File: config.mk
export PLATFORM = sky130hd
export DESIGN_NAME = frac_n_divider_config
export DESIGN_NICKNAME = d
export VERILOG_FILES = /design/src/common/frac_n_pkg.sv /design/src/hdl/fd_lookup.sv /design/src/hdl/frac_n_divider_config.sv
export SDC_FILE = /design/constraint.sdc
export NUM_CORES = 1
export LEC_CHECK = 0
export BUFFER_PORTS_ARGS = -buffer_cell sky130_fd_sc_hd__buf_4
export CORE_MARGIN = 4
export CORE_UTILIZATION = 56
export CTS_CLUSTER_DIAMETER = 60
export DETAILED_ROUTE_END_ITERATION = 8
export HOLD_SLACK_MARGIN = 0.06
export PLACE_DENSITY_LB_ADDON = 0.12
export SLEW_MARGIN = 20
export SYNTH_ARGS = -nofsm -noshare
export SYNTH_HDL_FRONTEND = slang
export SYNTH_HIERARCHICAL = 1
export SYNTH_SLANG_ARGS = --single-unit
export TNS_END_PERCENT = 10
File: constraint.sdc
create_clock -name clk -period 1.95 [get_ports clk]
set_input_delay 0.2925 -clock clk [delete_from_list [all_inputs] [get_ports clk]]
set_output_delay 0.2925 -clock clk [all_outputs]
set_load 0.01 [all_outputs]
File: src/common/frac_n_pkg.sv
`default_nettype none
package frac_n_pkg;

  localparam int WORD_W = 24;

  // tuning word layout, lsb pair 00
  typedef struct packed {
    logic       direction_select;
    logic       power_down;
    logic       fast_lock;
    logic       spare_zero;
    logic       band_select;
    logic [3:0] program_count;
    logic [2:0] swallow_count;
    logic [9:0] frac_numerator;
    logic [1:0] addr;
  } tuning_word_s;

  // synth configuration word layout, lsb pair 01
  typedef struct packed {
    logic        default_word_select;
    logic [15:0] fixed_pattern;
    logic        lock_detect_enable;
    logic [1:0]  out_buffer_level;
    logic [1:0]  ref_freq_select;
    logic [1:0]  addr;
  } synth_config_word_s;

  // decoded settings handed to the loop
  typedef struct packed {
    logic [6:0] n_integer;
    logic [9:0] frac_numerator;
    logic [9:0] frac_denominator;
    logic [1:0] ref_div;
    logic       band_select;
    logic       direction_select;
    logic       power_down;
    logic       fast_lock;
    logic [1:0] out_buffer_level;
  } synth_settings_s;

  typedef logic [9:0] fd_t;

  // word addresses
  localparam logic [1:0] ADDR_TUNING = 2'h0;
  localparam logic [1:0] ADDR_CONFIG = 2'h1;
  localparam logic [1:0] ADDR_WORD3  = 2'h2;
  localparam int         EXT_WORDS   = 3;
  localparam logic [4:0] EXT_ADDR [0:2] = '{5'h03, 5'h07, 5'h0F};
  localparam logic [4:0] EXT_MASK [0:2] = '{5'h07, 5'h0F, 5'h1F};

  // values after reset and built-in contents
  localparam logic [23:0] TUNING_RESET  = 24'h010000;
  localparam logic [23:0] CONFIG_RESET  = 24'h928101;
  localparam logic [23:0] WORD3_DEFAULT = 24'hC87806;
  localparam logic [23:0] EXT_DEFAULT [0:2] = '{24'h86801B, 24'h03A327, 24'h00000F};

  // reference selection codes
  localparam logic [1:0] REF_12M6 = 2'h0;
  localparam logic [1:0] REF_14M4 = 2'h1;
  localparam logic [1:0] REF_25M2 = 2'h2;
  localparam logic [1:0] REF_26M0 = 2'h3;

  localparam logic [1:0] REF_DIV_LOW  = 2'h1;
  localparam logic [1:0] REF_DIV_HIGH = 2'h2;
  localparam logic [3:0] MULT_UPPER   = 4'h8;
  localparam logic [3:0] MULT_LOWER   = 4'h4;

  // denominators indexed by reference code
  localparam fd_t FD_RX    [0:3] = '{10'h1F8, 10'h240, 10'h1F8, 10'h208};
  localparam fd_t FD_TX_LO [0:3] = '{10'h276, 10'h2D0, 10'h276, 10'h28A};
  localparam fd_t FD_TX_HI [0:3] = '{10'h237, 10'h288, 10'h237, 10'h249};

endpackage
`default_nettype wire

File: src/hdl/fd_lookup.sv
`default_nettype none
module fd_lookup (
  // mode selection
  input  wire logic       direction_select,
  input  wire logic       band_select,
  input  wire logic [1:0] ref_freq_select,
  // results
  output logic [9:0]      frac_denominator,
  output logic [1:0]      ref_div
);

  // fd equals fosc over ref_div times spacing, tabulated
  always_comb begin
    if (ref_freq_select == frac_n_pkg::REF_25M2 ||
        ref_freq_select == frac_n_pkg::REF_26M0) begin
      ref_div = frac_n_pkg::REF_DIV_HIGH;
    end else begin
      ref_div = frac_n_pkg::REF_DIV_LOW;
    end
    case ({direction_select, band_select})
      2'h2:    frac_denominator = frac_n_pkg::FD_TX_LO[ref_freq_select];
      2'h3:    frac_denominator = frac_n_pkg::FD_TX_HI[ref_freq_select];
      default: frac_denominator = frac_n_pkg::FD_RX[ref_freq_select];
    endcase
  end

endmodule
`default_nettype wire

File: src/hdl/frac_n_divider_config.sv
`default_nettype none
// Summary of operation
// - upper band: n = 8*program+swallow+fraction
// - lower band: n = 4*program+swallow+fraction
// - denominator is fosc over r times spacing
// - reference code picks 12.6/14.4/25.2/26.0 MHz
// - reference divider 1 for 00/01, else 2
// - receive: denominators 504/576/504/520
// - transmit lower: denominators 630/720/630/650
// - transmit upper: denominators 567/648/567/585
// - lsb pair 01 routes to configuration
// - default select uses built-in extended words
// - extended words written only without default
// - lock pin grounded unless enabled
// - buffer level code monotonic, 00 min
// - band_select 1 upper, 0 lower law
// - direction 0 receive, 1 transmit
// - lsb pair 00 routes to tuning word
module frac_n_divider_config (
  // clock and reset
  input  wire logic                        clk,
  input  wire logic                        rst_n,
  // three-wire serial link
  input  wire logic                        ser_clk,
  input  wire logic                        ser_data,
  input  wire logic                        ser_le,
  // raw lock indication from the loop
  input  wire logic                        lock_raw,
  // decoded settings
  output frac_n_pkg::synth_settings_s      settings,
  output logic [3:0][23:0]                 aux_word,
  output logic                             lock_detect_pin
);

  // synchronisers
  logic clk_meta;
  logic clk_sync;
  logic clk_prev;
  logic le_meta;
  logic le_sync;
  logic le_prev;
  logic data_meta;
  logic data_sync;
  logic lock_meta;
  logic lock_sync;
  logic settled;
  logic next_settled;
  logic next_clk_meta;
  logic next_clk_sync;
  logic next_clk_prev;
  logic next_le_meta;
  logic next_le_sync;
  logic next_le_prev;
  logic next_data_meta;
  logic next_data_sync;
  logic next_lock_meta;
  logic next_lock_sync;

  always_comb begin
    next_clk_meta  = ser_clk;
    next_clk_sync  = clk_meta;
    next_clk_prev  = clk_sync;
    next_le_meta   = ser_le;
    next_le_sync   = le_meta;
    next_le_prev   = le_sync;
    next_data_meta = ser_data;
    next_data_sync = data_meta;
    next_lock_meta = lock_raw;
    next_lock_sync = lock_meta;
    next_settled   = 1'b1;
  end

  always_ff @(posedge clk) begin
    if (!rst_n) begin
      clk_meta  <= 1'b0;
      clk_sync  <= 1'b0;
      clk_prev  <= 1'b0;
      // latch enable idles high, so no false commit out of reset
      le_meta   <= 1'b1;
      le_sync   <= 1'b1;
      le_prev   <= 1'b1;
      data_meta <= 1'b0;
      data_sync <= 1'b0;
      lock_meta <= 1'b0;
      lock_sync <= 1'b0;
      settled   <= 1'b0;
    end else begin
      clk_meta  <= next_clk_meta;
      clk_sync  <= next_clk_sync;
      clk_prev  <= next_clk_prev;
      le_meta   <= next_le_meta;
      le_sync   <= next_le_sync;
      le_prev   <= next_le_prev;
      data_meta <= next_data_meta;
      data_sync <= next_data_sync;
      lock_meta <= next_lock_meta;
      lock_sync <= next_lock_sync;
      settled   <= next_settled;
    end
  end

  logic clk_rise;
  logic le_rise;
  assign clk_rise = clk_sync & ~clk_prev;
  assign le_rise  = le_sync & ~le_prev;

  // shift register, msb first, while latch enable is low
  logic [23:0] shift;
  logic [23:0] next_shift;

  always_comb begin
    next_shift = shift;
    if (clk_rise && !le_sync) begin
      next_shift = {shift[22:0], data_sync};
    end
  end

  always_ff @(posedge clk) begin
    if (!rst_n) begin
      shift <= 24'h000000;
    end else begin
      shift <= next_shift;
    end
  end

  // control words
  frac_n_pkg::tuning_word_s       tuning;
  frac_n_pkg::tuning_word_s       next_tuning;
  frac_n_pkg::synth_config_word_s config_word;
  frac_n_pkg::synth_config_word_s next_config_word;
  logic [23:0]                    word3;
  logic [23:0]                    next_word3;

  always_comb begin
    next_tuning      = tuning;
    next_config_word = config_word;
    next_word3       = word3;
    if (le_rise) begin
      case (shift[1:0])
        frac_n_pkg::ADDR_TUNING: next_tuning      = shift;
        frac_n_pkg::ADDR_CONFIG: next_config_word = shift;
        frac_n_pkg::ADDR_WORD3:  next_word3       = shift;
        default:                 next_word3       = word3;
      endcase
    end
  end

  always_ff @(posedge clk) begin
    if (!rst_n) begin
      tuning      <= frac_n_pkg::TUNING_RESET;
      config_word <= frac_n_pkg::CONFIG_RESET;
      word3       <= frac_n_pkg::WORD3_DEFAULT;
    end else begin
      tuning      <= next_tuning;
      config_word <= next_config_word;
      word3       <= next_word3;
    end
  end

  // extended words, one entry each
  logic [2:0][23:0] ext_word;
  logic [2:0][23:0] ext_eff;

  genvar i;
  generate
    for (i = 0; i < frac_n_pkg::EXT_WORDS; i++) begin : g_ext
      logic [23:0] next_ext;
      logic        hit;
      assign hit = le_rise && !config_word.default_word_select &&
                   ((shift[4:0] & frac_n_pkg::EXT_MASK[i]) == frac_n_pkg::EXT_ADDR[i]);
      always_comb begin
        next_ext = hit ? shift : ext_word[i];
      end
      always_ff @(posedge clk) begin
        if (!rst_n) begin
          ext_word[i] <= frac_n_pkg::EXT_DEFAULT[i];
        end else begin
          ext_word[i] <= next_ext;
        end
      end
      // built-in contents while default selected
      assign ext_eff[i] = config_word.default_word_select ?
                          frac_n_pkg::EXT_DEFAULT[i] : ext_word[i];
    end
  endgenerate

  // denominator and reference divider
  logic [9:0] fd_value;
  logic [1:0] ref_div_value;

  fd_lookup u_fd_lookup (
    .direction_select (tuning.direction_select),
    .band_select      (tuning.band_select),
    .ref_freq_select  (config_word.ref_freq_select),
    .frac_denominator (fd_value),
    .ref_div          (ref_div_value)
  );

  // output settings
  logic [3:0]                  multiplier;
  logic [6:0]                  product;
  frac_n_pkg::synth_settings_s next_settings;
  logic [3:0][23:0]            next_aux_word;
  logic                        next_lock_detect_pin;

  always_comb begin
    multiplier = tuning.band_select ? frac_n_pkg::MULT_UPPER
                                    : frac_n_pkg::MULT_LOWER;
    product    = {3'h0, multiplier} * {3'h0, tuning.program_count};
    next_settings.n_integer        = product + {4'h0, tuning.swallow_count};
    next_settings.frac_numerator   = tuning.frac_numerator;
    next_settings.frac_denominator = fd_value;
    next_settings.ref_div          = ref_div_value;
    next_settings.band_select      = tuning.band_select;
    next_settings.direction_select = tuning.direction_select;
    next_settings.power_down       = tuning.power_down;
    next_settings.fast_lock        = tuning.fast_lock;
    next_settings.out_buffer_level = config_word.out_buffer_level;
    next_aux_word        = {ext_eff, word3};
    next_lock_detect_pin = config_word.lock_detect_enable & lock_sync;
  end

  always_ff @(posedge clk) begin
    if (!rst_n) begin
      settings        <= '0;
      aux_word        <= '0;
      lock_detect_pin <= 1'b0;
    end else begin
      settings        <= next_settings;
      aux_word        <= next_aux_word;
      lock_detect_pin <= next_lock_detect_pin;
    end
  end
endmodule
`default_nettype wire

==> out/qor.txt, run 1 <==
Post-synthesis instance total: 888
Worst path required time: 2.36 ns
Hold path startpoint: rst_n
Final setup fails: 0
Flop2flop setup slack: 0.21 ns
Worst-path clk slew: 0.06 ns
Fmax: 0.576 GHz
DP HPWL: 12,500 um
Setup Skew: 0.00821 ns
Slew headroom: 0.611
Num CTS Buffers: 27
CTS tree: done
Setup ws final: 0.213 ns
Leak Pwr: 4.98 nW
Number of flops mapped to enable cells by yosys: 0
Routability congestion estimate: 0.771
Status: complete, no violations
# Post-CTS Setup Buffers: 0
RSZ-0062 raised after global routing: false
Vias in the first global route: 5,940
Largest net degree at the start of global routing: 51
Placed Area: 10,600 um^2
Internal: 9.03 mW
Synthesized area per cell: 10.4 um^2
Total GRT Usage: 0.203
NetSw: 2.24 mW
GRT overflow: 0
Worst hold stages: 2
Antenna Nets Post-Route: 0
CP Max Fanout: 14
Post-synth ARST share: 0
Total Power: 11.3 mW
Max stage delay on crit path: 0.52 ns
Power Dens Cells: 978 nW/um^2
Clk pwr share: 0.446
Worst Setup End Kind: flop
IO Pins: 138
Post-route cell area: 11,500 um^2
Worst slew pin tran: 0.576 ns
Place WS: 0.226 ns
P&R area growth vs syn: 24.3%
RR Startpoint: le_sync$_SDFF_PN1_
Synth warn: 6
Slew Limit Fails: 0
Diodes inserted: 0
Critical path cell sequence: nand3b_1, or4_1, buf_4, and3_1
WL/cell: 15.0 um
Cell area after synthesis: 9260 um^2
IO buf count: 137
Setup TNS: 0 ns
Most frequent cells in the layout: 289 x dfxtp_1, 173 x nand2_1, 156 x buf_4
Via count: 6,145
Routed wire length: 18,900 um
Type of the tightest min-delay check: input port to flop
Most common cell after layout, fill and taps aside: dfxtp_1
Core Area: 16,100 um^2
Reg2Reg Depth: 4
Maximum vdd drop: 0.000703 V
Reg2reg end: ext_word[27]$_SDFFE_PN0P_
Max-cap violations: 0
Vias per cell: 4.87
CP max-delay cell: or4_1
Critical path class: flop to flop
Primary FF master, synth: dfxtp_1
Critical Path Source Type: flop
Storage element area: 5790 um^2
Final Hold Vio Count: 0
CP arrival: 2.15 ns
Syn Nets: 899
Combinational Power Share: 0.023
Global-route wire length before repair: 30,400 um
Crit share post-route: 0.891
#FFs+latches synth: 289
Antenna violations before repair: 0
Sink Count: 289
Die W: 137 um
DRC: 0
Clock Latency Late Sink: 0.51 ns
Total iterations of the first detailed-routing run: 4
H-tree depth: 1
WHS Endpoint: word3[2]$_SDFFE_PN1P_
Clock period minus worst slack: 1.74 ns
Seq pwr share: 0.531
CTS resizes: 0
Die H: 137 um
Die area: 18,700 um^2
Post-synth cell types: 40
Starting Density: 0.577
Layout cells sized above 1: 0.209
Row cnt: 46
Area of the multi-input gates: 3240 um^2
Sequential cell area fraction in the yosys report: 0.625
Switching share of power: 0.198
Fillcell total: 1,175
Root Driver: clkbuf_16
Initial DRC Count: 372
Clock buffer depth: 3
Nets: 1,036
-- kinds of logic (layout without fill, tap and decap cells) --
group | Yosys count | after routing | synth area share
AO/OA/AOI/OAI | 92 | 92 | 0.0632
XOR/XNOR | 2 | 2 | 0.00189
adder cells (fa/ha/maj) | 5 | 5 | 0.00676
buffers and inverters | 65 | 222 | 0.0273
flip-flops | 289 | 289 | 0.625
multiplexers | 65 | 65 | 0.0707
other | 1 | 1 | 0.000405
AND/OR/NAND/NOR | 369 | 369 | 0.205
-- timing repair --
| action | in CTS | in global routing |
|---|---|---|
| hold buffers | 4 | 0 |
| endpoints found under the hold margin | 4 | 0 |
| setup endpoints to repair | 0 | 0 |
-- worst max-delay path by stage --
stage                                     end                          start  slack [ns]
finish              ext_word[27]$_SDFFE_PN0P_             le_sync$_SDFF_PN1_        0.21
global route        ext_word[27]$_SDFFE_PN0P_             le_sync$_SDFF_PN1_        0.12
CTS                 ext_word[27]$_SDFFE_PN0P_             le_sync$_SDFF_PN1_        0.22
detailed placement  ext_word[27]$_SDFFE_PN0P_             le_sync$_SDFF_PN1_        0.23
global placement    ext_word[27]$_SDFFE_PN0P_             le_sync$_SDFF_PN1_        0.28
floorplan             settings[33]$_SDFF_PN0_  next_settings[5]$_SDFFE_PN0P_        0.25
-- Yosys cell counts, types with 2 or more instances --
master / count / area, um^2
a21boi_0: 24 / 180
buf_2: 6 / 30.0
inv_1: 6 / 22.5
nand3b_1: 11 / 82.6
nand2_1: 173 / 649
clkbuf_1: 51 / 191
and2_1: 115 / 719
o21ai_0: 39 / 195
nand2b_1: 5 / 31.3
dfxtp_1: 289 / 5790
mux2i_1: 62 / 621
nor2b_1: 30 / 188
a21oi_1: 2 / 10.0
nand4_1: 2 / 12.5
ha_1: 5 / 62.6
mux2_2: 3 / 33.8
nand3_1: 17 / 85.1
and3_1: 4 / 25.0
nor4bb_1: 2 / 20.0
o21a_1: 22 / 165
-- flip-flops by register name (all words and copies together) (netlist names), 6 cells and up --
signal / cells
settings: 35
shift: 24
next_settings: 14
config_word: 6
tuning: 7
aux_word: 96
ext_word: 72
word3: 24
-- power by group through the flow --
stage / clock [mW] / sequential, mW / combinational, mW
global route: 5.36 / 5.98 / 0.287
global placement: 0 / 6.11 / 0.257
CTS: 5.13 / 5.98 / 0.264
finish: 5.03 / 5.98 / 0.261
floorplan: 0 / 6.13 / 0.121
detailed placement: 0 / 6.11 / 0.256
-- per-layer routing --
layer	vias up	track usage	share of wire
met5	-	0	0
met4	0	0.0560	0.016
met3	27	0.0276	0.047
met2	134	0.330	0.47
met1	2836	0.285	0.47
li1	3148	-	-
-- final cells by class --
type	count	share of cell area
clock inverters	10	0.00685
repair buffers	166	0.115
inverters	7	0.00228
clock buffers	39	0.0687
well taps	216	0.0235
flip-flops and latches	289	0.503
multi-input cells	534	0.281
-- through the flow --
| stage | util | std cells | hold slack, ns |
|---|---|---|---|
| 6_report | 0.717 | 1261 | 0.117 |
| 5_1_grt | 0.717 | 1261 | 0.117 |
| 4_1_cts | 0.717 | 1261 | 0.0946 |
| 3_5_place_dp | 0.660 | 1208 | 0.396 |
| 3_3_place_gp | 0.660 | 1208 | 0.405 |
| 2_1_floorplan | - | 888 | 0.386 |
-- worst max-delay path: cells and delay by family (launching register included) --
family	cells	cell delay, ns
and+or+nand+nor	3	0.92
DFF	1	0.47
buffers and inverters	1	0.24
(Power assumes the default switching activity.)
==> run 2, diff against run 1 <==
--- a/config.mk
+++ b/config.mk
@@ -5,11 +5,11 @@
 export SDC_FILE = /design/constraint.sdc
 export NUM_CORES = 1
 export LEC_CHECK = 0
-export BUFFER_PORTS_ARGS = -buffer_cell sky130_fd_sc_hd__buf_4
 export CORE_MARGIN = 4
-export CORE_UTILIZATION = 56
+export CORE_UTILIZATION = 62
 export CTS_CLUSTER_DIAMETER = 60
 export DETAILED_ROUTE_END_ITERATION = 8
+export DONT_BUFFER_PORTS = 1
 export HOLD_SLACK_MARGIN = 0.06
 export PLACE_DENSITY_LB_ADDON = 0.12
 export SLEW_MARGIN = 20
==> run 2 against run 1 <==
Critical path depth is 1 higher; highest routed layer unchanged; non-clock buffer count is 35 lower; register-to-register slack worse by 0.15 ns; maximum frequency is 8.1% lower; cell area is 0.12% higher; critical path type unchanged; first-iteration DRC count is 42% higher; wire length is 15% higher; sequential share of layout area is 0.060 points lower.
==> out/qor.txt, run 2 (same netlist as run 1, synthesis figures left out) <==
Status: complete, no violations
Type of the tightest min-delay check: input port to flop
Maximum vdd drop: 0.000747 V (+6.3%)
Final setup fails: 0 (unchanged)
Setup ws final: 0.0595 ns (-0.153 ns)
CP Max Fanout: 13 (-1)
Clock Latency Late Sink: 0.53 ns (+0.02 ns)
Biggest register: aux_word
Number of flip-flops under the largest register name: 96 (unchanged)
Clock buffer depth: 3 (unchanged)
Layout cells sized above 1: 0.0771 (-0.132)
Initial DRC Count: 527 (+42%)
Post-route cell area: 11,500 um^2 (+0.12%)
Fmax: 0.529 GHz (-8.1%)
Core Area: 14,600 um^2 (-9.1%)
WL/cell: 18.1 um (+21%)
Routability congestion estimate: 0.844 (+9.5%)
Top flop regs: aux_word (96), ext_word (72), settings (35)
Die H: 130 um (-4.7%)
Crit share post-route: 0.969 (+0.0786)
Routed wire length: 21,700 um (+15%)
Setup TNS: 0 ns (unchanged)
DRC: 0 (unchanged)
Starting Density: 0.635 (+0.0581)
Via count: 6,443 (+4.8%)
Root Driver: clkbuf_16
CTS tree: done
Placed Area: 9420 um^2 (-11%)
Antenna violations before repair: 0 (unchanged)
Die area: 17,000 um^2 (-9.1%)
Largest net degree at the start of global routing: 128 (+150%)
IO buf count: 0 (-100%)
Critical Path Source Type: flop
Final cell count without fillers: 1,196 (-5.2%)
Diodes inserted: 0 (unchanged)
Clock period minus worst slack: 1.89 ns (+0.153 ns)
Placed cell count: 1,032 (-15%)
Slew headroom: 0.515 (-0.0958)
WHS: 0.0933 ns (-0.0232 ns)
Worst-path clk slew: 0.06 ns (about the same)
Place WS: 0.205 ns (-0.0207 ns)
CP arrival: 2.30 ns (+0.15 ns)
P&R area growth vs syn: 24.5%
Num CTS Buffers: 28 (+3.7%)
Die W: 130 um (-4.7%)
Worst path required time: 2.36 ns (about the same)
Slew Limit Fails: 0 (unchanged)
Final Hold Vio Count: 0 (unchanged)
Global-route wire length before repair: 34,000 um (+12%)
Most frequent cells in the layout: 289 x dfxtp_1, 173 x nand2_1, 115 x and2_1
Max-cap violations: 0 (unchanged)
H-tree depth: 1 (unchanged)
Most common cell after layout, fill and taps aside: dfxtp_1
Row cnt: 44 (-4.3%)
RSZ-0062 raised after global routing: false
Leak Pwr: 4.62 nW (-7.3%)
Total GRT Usage: 0.256 (+0.0532)
Worst slew pin tran: 0.718 ns (+0.142 ns)
Setup Skew: 0.00977 ns (+0.00155 ns)
DP HPWL: 12,000 um (-4.3%)
Fillcell total: 875 (-26%)
Vias in the first global route: 6,402 (+7.8%)
IO Pins: 138 (unchanged)
Sink Count: 289 (unchanged)
Antenna Nets Post-Route: 0 (unchanged)
Critical path class: flop to flop
Worst Setup End Kind: flop
Vias per cell: 5.39 (+11%)
Total iterations of the first detailed-routing run: 5 (+1)
GRT overflow: 0 (unchanged)
Power Dens Cells: 1000 nW/um^2 (+2.3%)
Nets: 1,002 (-3.3%)
-- run 2: where the power goes --
group / switching (mW) / internal [mW]
combinational: 0.0749 / 0.118
clock: 2.15 / 3.19
sequential: 0.0462 / 5.96
-- run 2: worst paths after layout --
check / cells after the start / from / slack [ns] / endpoint
worst max-delay path: 5 / le_sync$_SDFF_PN1_ / 0.06 / ext_word[2]$_SDFFE_PN0P_
worst max register to register: 5 / le_sync$_SDFF_PN1_ / 0.06 / ext_word[2]$_SDFFE_PN0P_
worst min register to register: 1 / ext_word[67]$_SDFFE_PN0P_ / 0.45 / aux_word[91]$_SDFF_PP0_
worst min-delay path: 2 / rst_n / 0.09 / ext_word[23]$_SDFFE_PN1P_
-- run 2: critical path, cell delays in order (launching register included) --
cell and delay (ns):
dfxtp_1 0.47, and3b_1 0.25, nand3_1 0.11, buf_6 0.19, and3_1 0.19, dlygate4sd3_1 0.56
-- run 2: routing by layer --
layer  global-route usage  routed length [um]  up-vias
met5                    0                   0        -
met4                0.109                 860        0
met3               0.0503                1440       54
met2                0.429               10500      226
met1                0.323                8880     3084
li1                     -                   -     3079
-- run 2: through the flow --
step                 util  power [mW]
floorplan               -        6.25
global placement    0.646        6.21
detailed placement  0.646        6.21
CTS                 0.790        11.6
global route        0.790        11.9
finish              0.790        11.5
-- run 2: layout make-up --
| cell class | count | area (um^2) | area share |
|---|---|---|---|
| sequential | 289 | 5790 | 0.502 |
| multi-input combinational | 534 | 3230 | 0.281 |
| timing repair buffer | 131 | 1300 | 0.113 |
| clock buffer | 41 | 861 | 0.0747 |
| tap | 184 | 230 | 0.0200 |
| clock inverter | 10 | 86.3 | 0.00749 |
| inverter | 7 | 26.3 | 0.00228 |
-- run 2: timing repair --
item                       CTS  global route
setup endpoints to repair    0             7
hold endpoints to repair   222             0
hold buffers               113             0
setup buffers                0             0
resized for setup            0             2
==> run 3, diff against run 2 <==
--- a/config.mk
+++ b/config.mk
@@ -6,7 +6,7 @@
 export NUM_CORES = 1
 export LEC_CHECK = 0
 export CORE_MARGIN = 4
-export CORE_UTILIZATION = 62
+export CORE_UTILIZATION = 55
 export CTS_CLUSTER_DIAMETER = 60
 export DETAILED_ROUTE_END_ITERATION = 8
 export DONT_BUFFER_PORTS = 1
==> constraint.sdc (replaced) <==
create_clock -name clk -period 1.95 [get_ports clk]
set_input_delay 0.0975 -clock clk [delete_from_list [all_inputs] [get_ports clk]]
set_output_delay 0.0975 -clock clk [all_outputs]
set_load 0.01 [all_outputs]
==> run 3 against run 2 <==
Maximum frequency shrank 1.7%; clock power about the same; critical endpoint is now ext_word[49]$_SDFFE_PN1P_; wire length increased by 1.2%; register-to-register slack worse by 0.03 ns; sequential power about the same.
==> out/qor.txt, run 3 (same netlist as run 1, synthesis figures left out) <==
Antenna violations before repair: 0 (unchanged)
Starting Density: 0.560 (-0.0743)
Slew headroom: 0.630 (+0.115)
Reg2Reg Depth: 7 (+2)
Routed wire length: 21,900 um (+1.2%)
Seq pwr share: 0.521 (about the same)
Worst-path clk slew: 0.06 ns (about the same)
Status: complete, no violations
H-tree depth: 1 (unchanged)
Internal: 9.25 mW (-0.13%)
Vias in the first global route: 6,407 (+0.078%)
Combinational Power Share: 0.017 (about the same)
Maximum vdd drop: 0.000585 V (-22%)
Worst path required time: 2.41 ns (+0.05 ns)
CP Max Fanout: 12 (-1)
Root Driver: clkbuf_16
Most frequent cells in the layout: 284 x dfxtp_1, 173 x nand2_1, 136 x dlygate4sd3_1
Worst hold stages: 2 (unchanged)
Type of the tightest min-delay check: input port to flop
Total iterations of the first detailed-routing run: 5 (unchanged)
Sink Count: 289 (unchanged)
CTS tree: done
Clock Latency Late Sink: 0.52 ns (about the same)
Slew Limit Fails: 0 (unchanged)
Max-cap violations: 0 (unchanged)
Setup Skew: 0.0131 ns (+0.00335 ns)
Die area: 19,000 um^2 (+12%)
IO Pins: 138 (unchanged)
P&R area growth vs syn: 28.5%
Critical Path Source Type: flop
GRT overflow: 0 (unchanged)
Total Power: 11.5 mW (-0.16%)
Vias per cell: 5.12 (-5.0%)
Crit share post-route: 0.986 (+0.0168)
WHS: 0.0748 ns (-0.0186 ns)
Die W: 138 um (+5.8%)
Largest net degree at the start of global routing: 129 (+0.78%)
IO buf count: 0 (unchanged)
Nets: 1,028 (+2.6%)
Total GRT Usage: 0.224 (-0.0316)
Power Dens Cells: 968 nW/um^2 (-3.3%)
Row cnt: 47 (+6.8%)
Final Hold Vio Count: 0 (unchanged)
Die H: 138 um (+5.8%)
Worst Setup End Kind: flop
Initial DRC Count: 383 (-27%)
Diodes inserted: 0 (unchanged)
DRC: 0 (unchanged)
Clk pwr share: 0.462 (about the same)
Worst slew pin tran: 0.548 ns (-0.170 ns)
Layout cells sized above 1: 0.0820 (+0.00489)
Via count: 6,432 (-0.17%)
Routability congestion estimate: 0.800 (-5.3%)
Antenna Nets Post-Route: 0 (unchanged)
Number of flip-flops under the largest register name: 96 (unchanged)
Core Area: 16,500 um^2 (+13%)
Fillcell total: 1,198 (+37%)
Top flop regs: aux_word (96), ext_word (72), settings (35)
Critical path class: flop to flop
WL/cell: 17.4 um (-3.7%)
Fmax: 0.520 GHz (-1.7%)
Most common cell after layout, fill and taps aside: dfxtp_1
Clock period minus worst slack: 1.92 ns (+0.0328 ns)
Num CTS Buffers: 27 (-3.6%)
Biggest register: aux_word
Switching share of power: 0.197 (-0.000244)
CP arrival: 2.38 ns (+0.08 ns)
Leak Pwr: 4.78 nW (+3.6%)
NetSw: 2.26 mW (-0.28%)
Clock buffer depth: 3 (unchanged)
Final setup fails: 0 (unchanged)
DP HPWL: 12,100 um (+0.86%)
Global-route wire length before repair: 33,600 um (-1.1%)
run 3: cell types whose count changed in the layout (fill, tap and decap cells not counted), moves of 3 or more:
cell / delta
buf_12: +3
clkbuf_8: -3
dfxtp_1: -5
dfxtp_2: +3
dlygate4sd3_1: +24
run 3: path summary, 6_finish.rpt:
kind | start | endpoint | slack, ns
hold / removal | rst_n | next_settings[22]$_SDFFE_PN0P_ | 0.07
hold reg to reg | data_sync$_SDFF_PN0_ | shift[0]$_SDFFE_PN0P_ | 0.44
setup / recovery | config_word[23]$_SDFFE_PN1P_ | ext_word[49]$_SDFFE_PN1P_ | 0.03
setup reg to reg | config_word[23]$_SDFFE_PN1P_ | ext_word[49]$_SDFFE_PN1P_ | 0.03
run 3: what timing repair did:
item	4_1_cts	5_1_grt
hold buffers	137	0
resized for setup	0	14
setup buffers	0	4
endpoints found under the setup margin	0	24
endpoints found under the hold margin	239	0
run 3: layer usage:
metal / track usage / part of all wire
met1: 0.290 / 0.43
met2: 0.378 / 0.48
met3: 0.0427 / 0.059
met4: 0.0763 / 0.030
met5: 0 / 0
run 3: power groups by stage:
| stage | clock network, mW | logic [mW] | registers [mW] |
|---|---|---|---|
| after floorplan | 0 | 0.121 | 6.13 |
| after global placement | 0 | 0.0733 | 6.14 |
| after detailed placement | 0 | 0.0750 | 6.14 |
| after CTS | 5.38 | 0.195 | 6.01 |
| after global routing | 5.66 | 0.215 | 6.00 |
| final | 5.32 | 0.197 | 6.00 |
run 3: per-stage QoR:
step / TNS [ns] / setup slack (ns) / util / instances / cell area, um^2
6_report: 0 / 0.0267 / 0.720 / 1257 / 11900
5_1_grt: -0.0598 / -0.0319 / 0.720 / 1257 / 11900
4_1_cts: 0 / 0.0171 / 0.713 / 1251 / 11800
3_5_place_dp: 0 / 0.209 / 0.573 / 1065 / 9480
3_3_place_gp: 0 / 0.276 / 0.573 / 1065 / 9480
2_1_floorplan: 0 / 0.252 / - / 888 / 9260
run 3: critical path, cell delays in order (launching register included):
cell and delay (ns):
dfxtp_4 0.35, buf_12 0.15, nor2b_4 0.11, nand4_1 0.21
buf_4 0.23, clkbuf_16 0.17, nand3b_1 0.08, dlygate4sd3_1 0.55
run 3: area by class of cell:
cell class / instances / area, um^2 / area share
sequential: 289 / 5800 / 0.487
multi-input combinational: 534 / 3250 / 0.273
timing repair buffer: 158 / 1640 / 0.137
clock buffer: 38 / 777 / 0.0653
tap: 220 / 275 / 0.0231
clock inverter: 11 / 136 / 0.0115
inverter: 7 / 26.3 / 0.00221
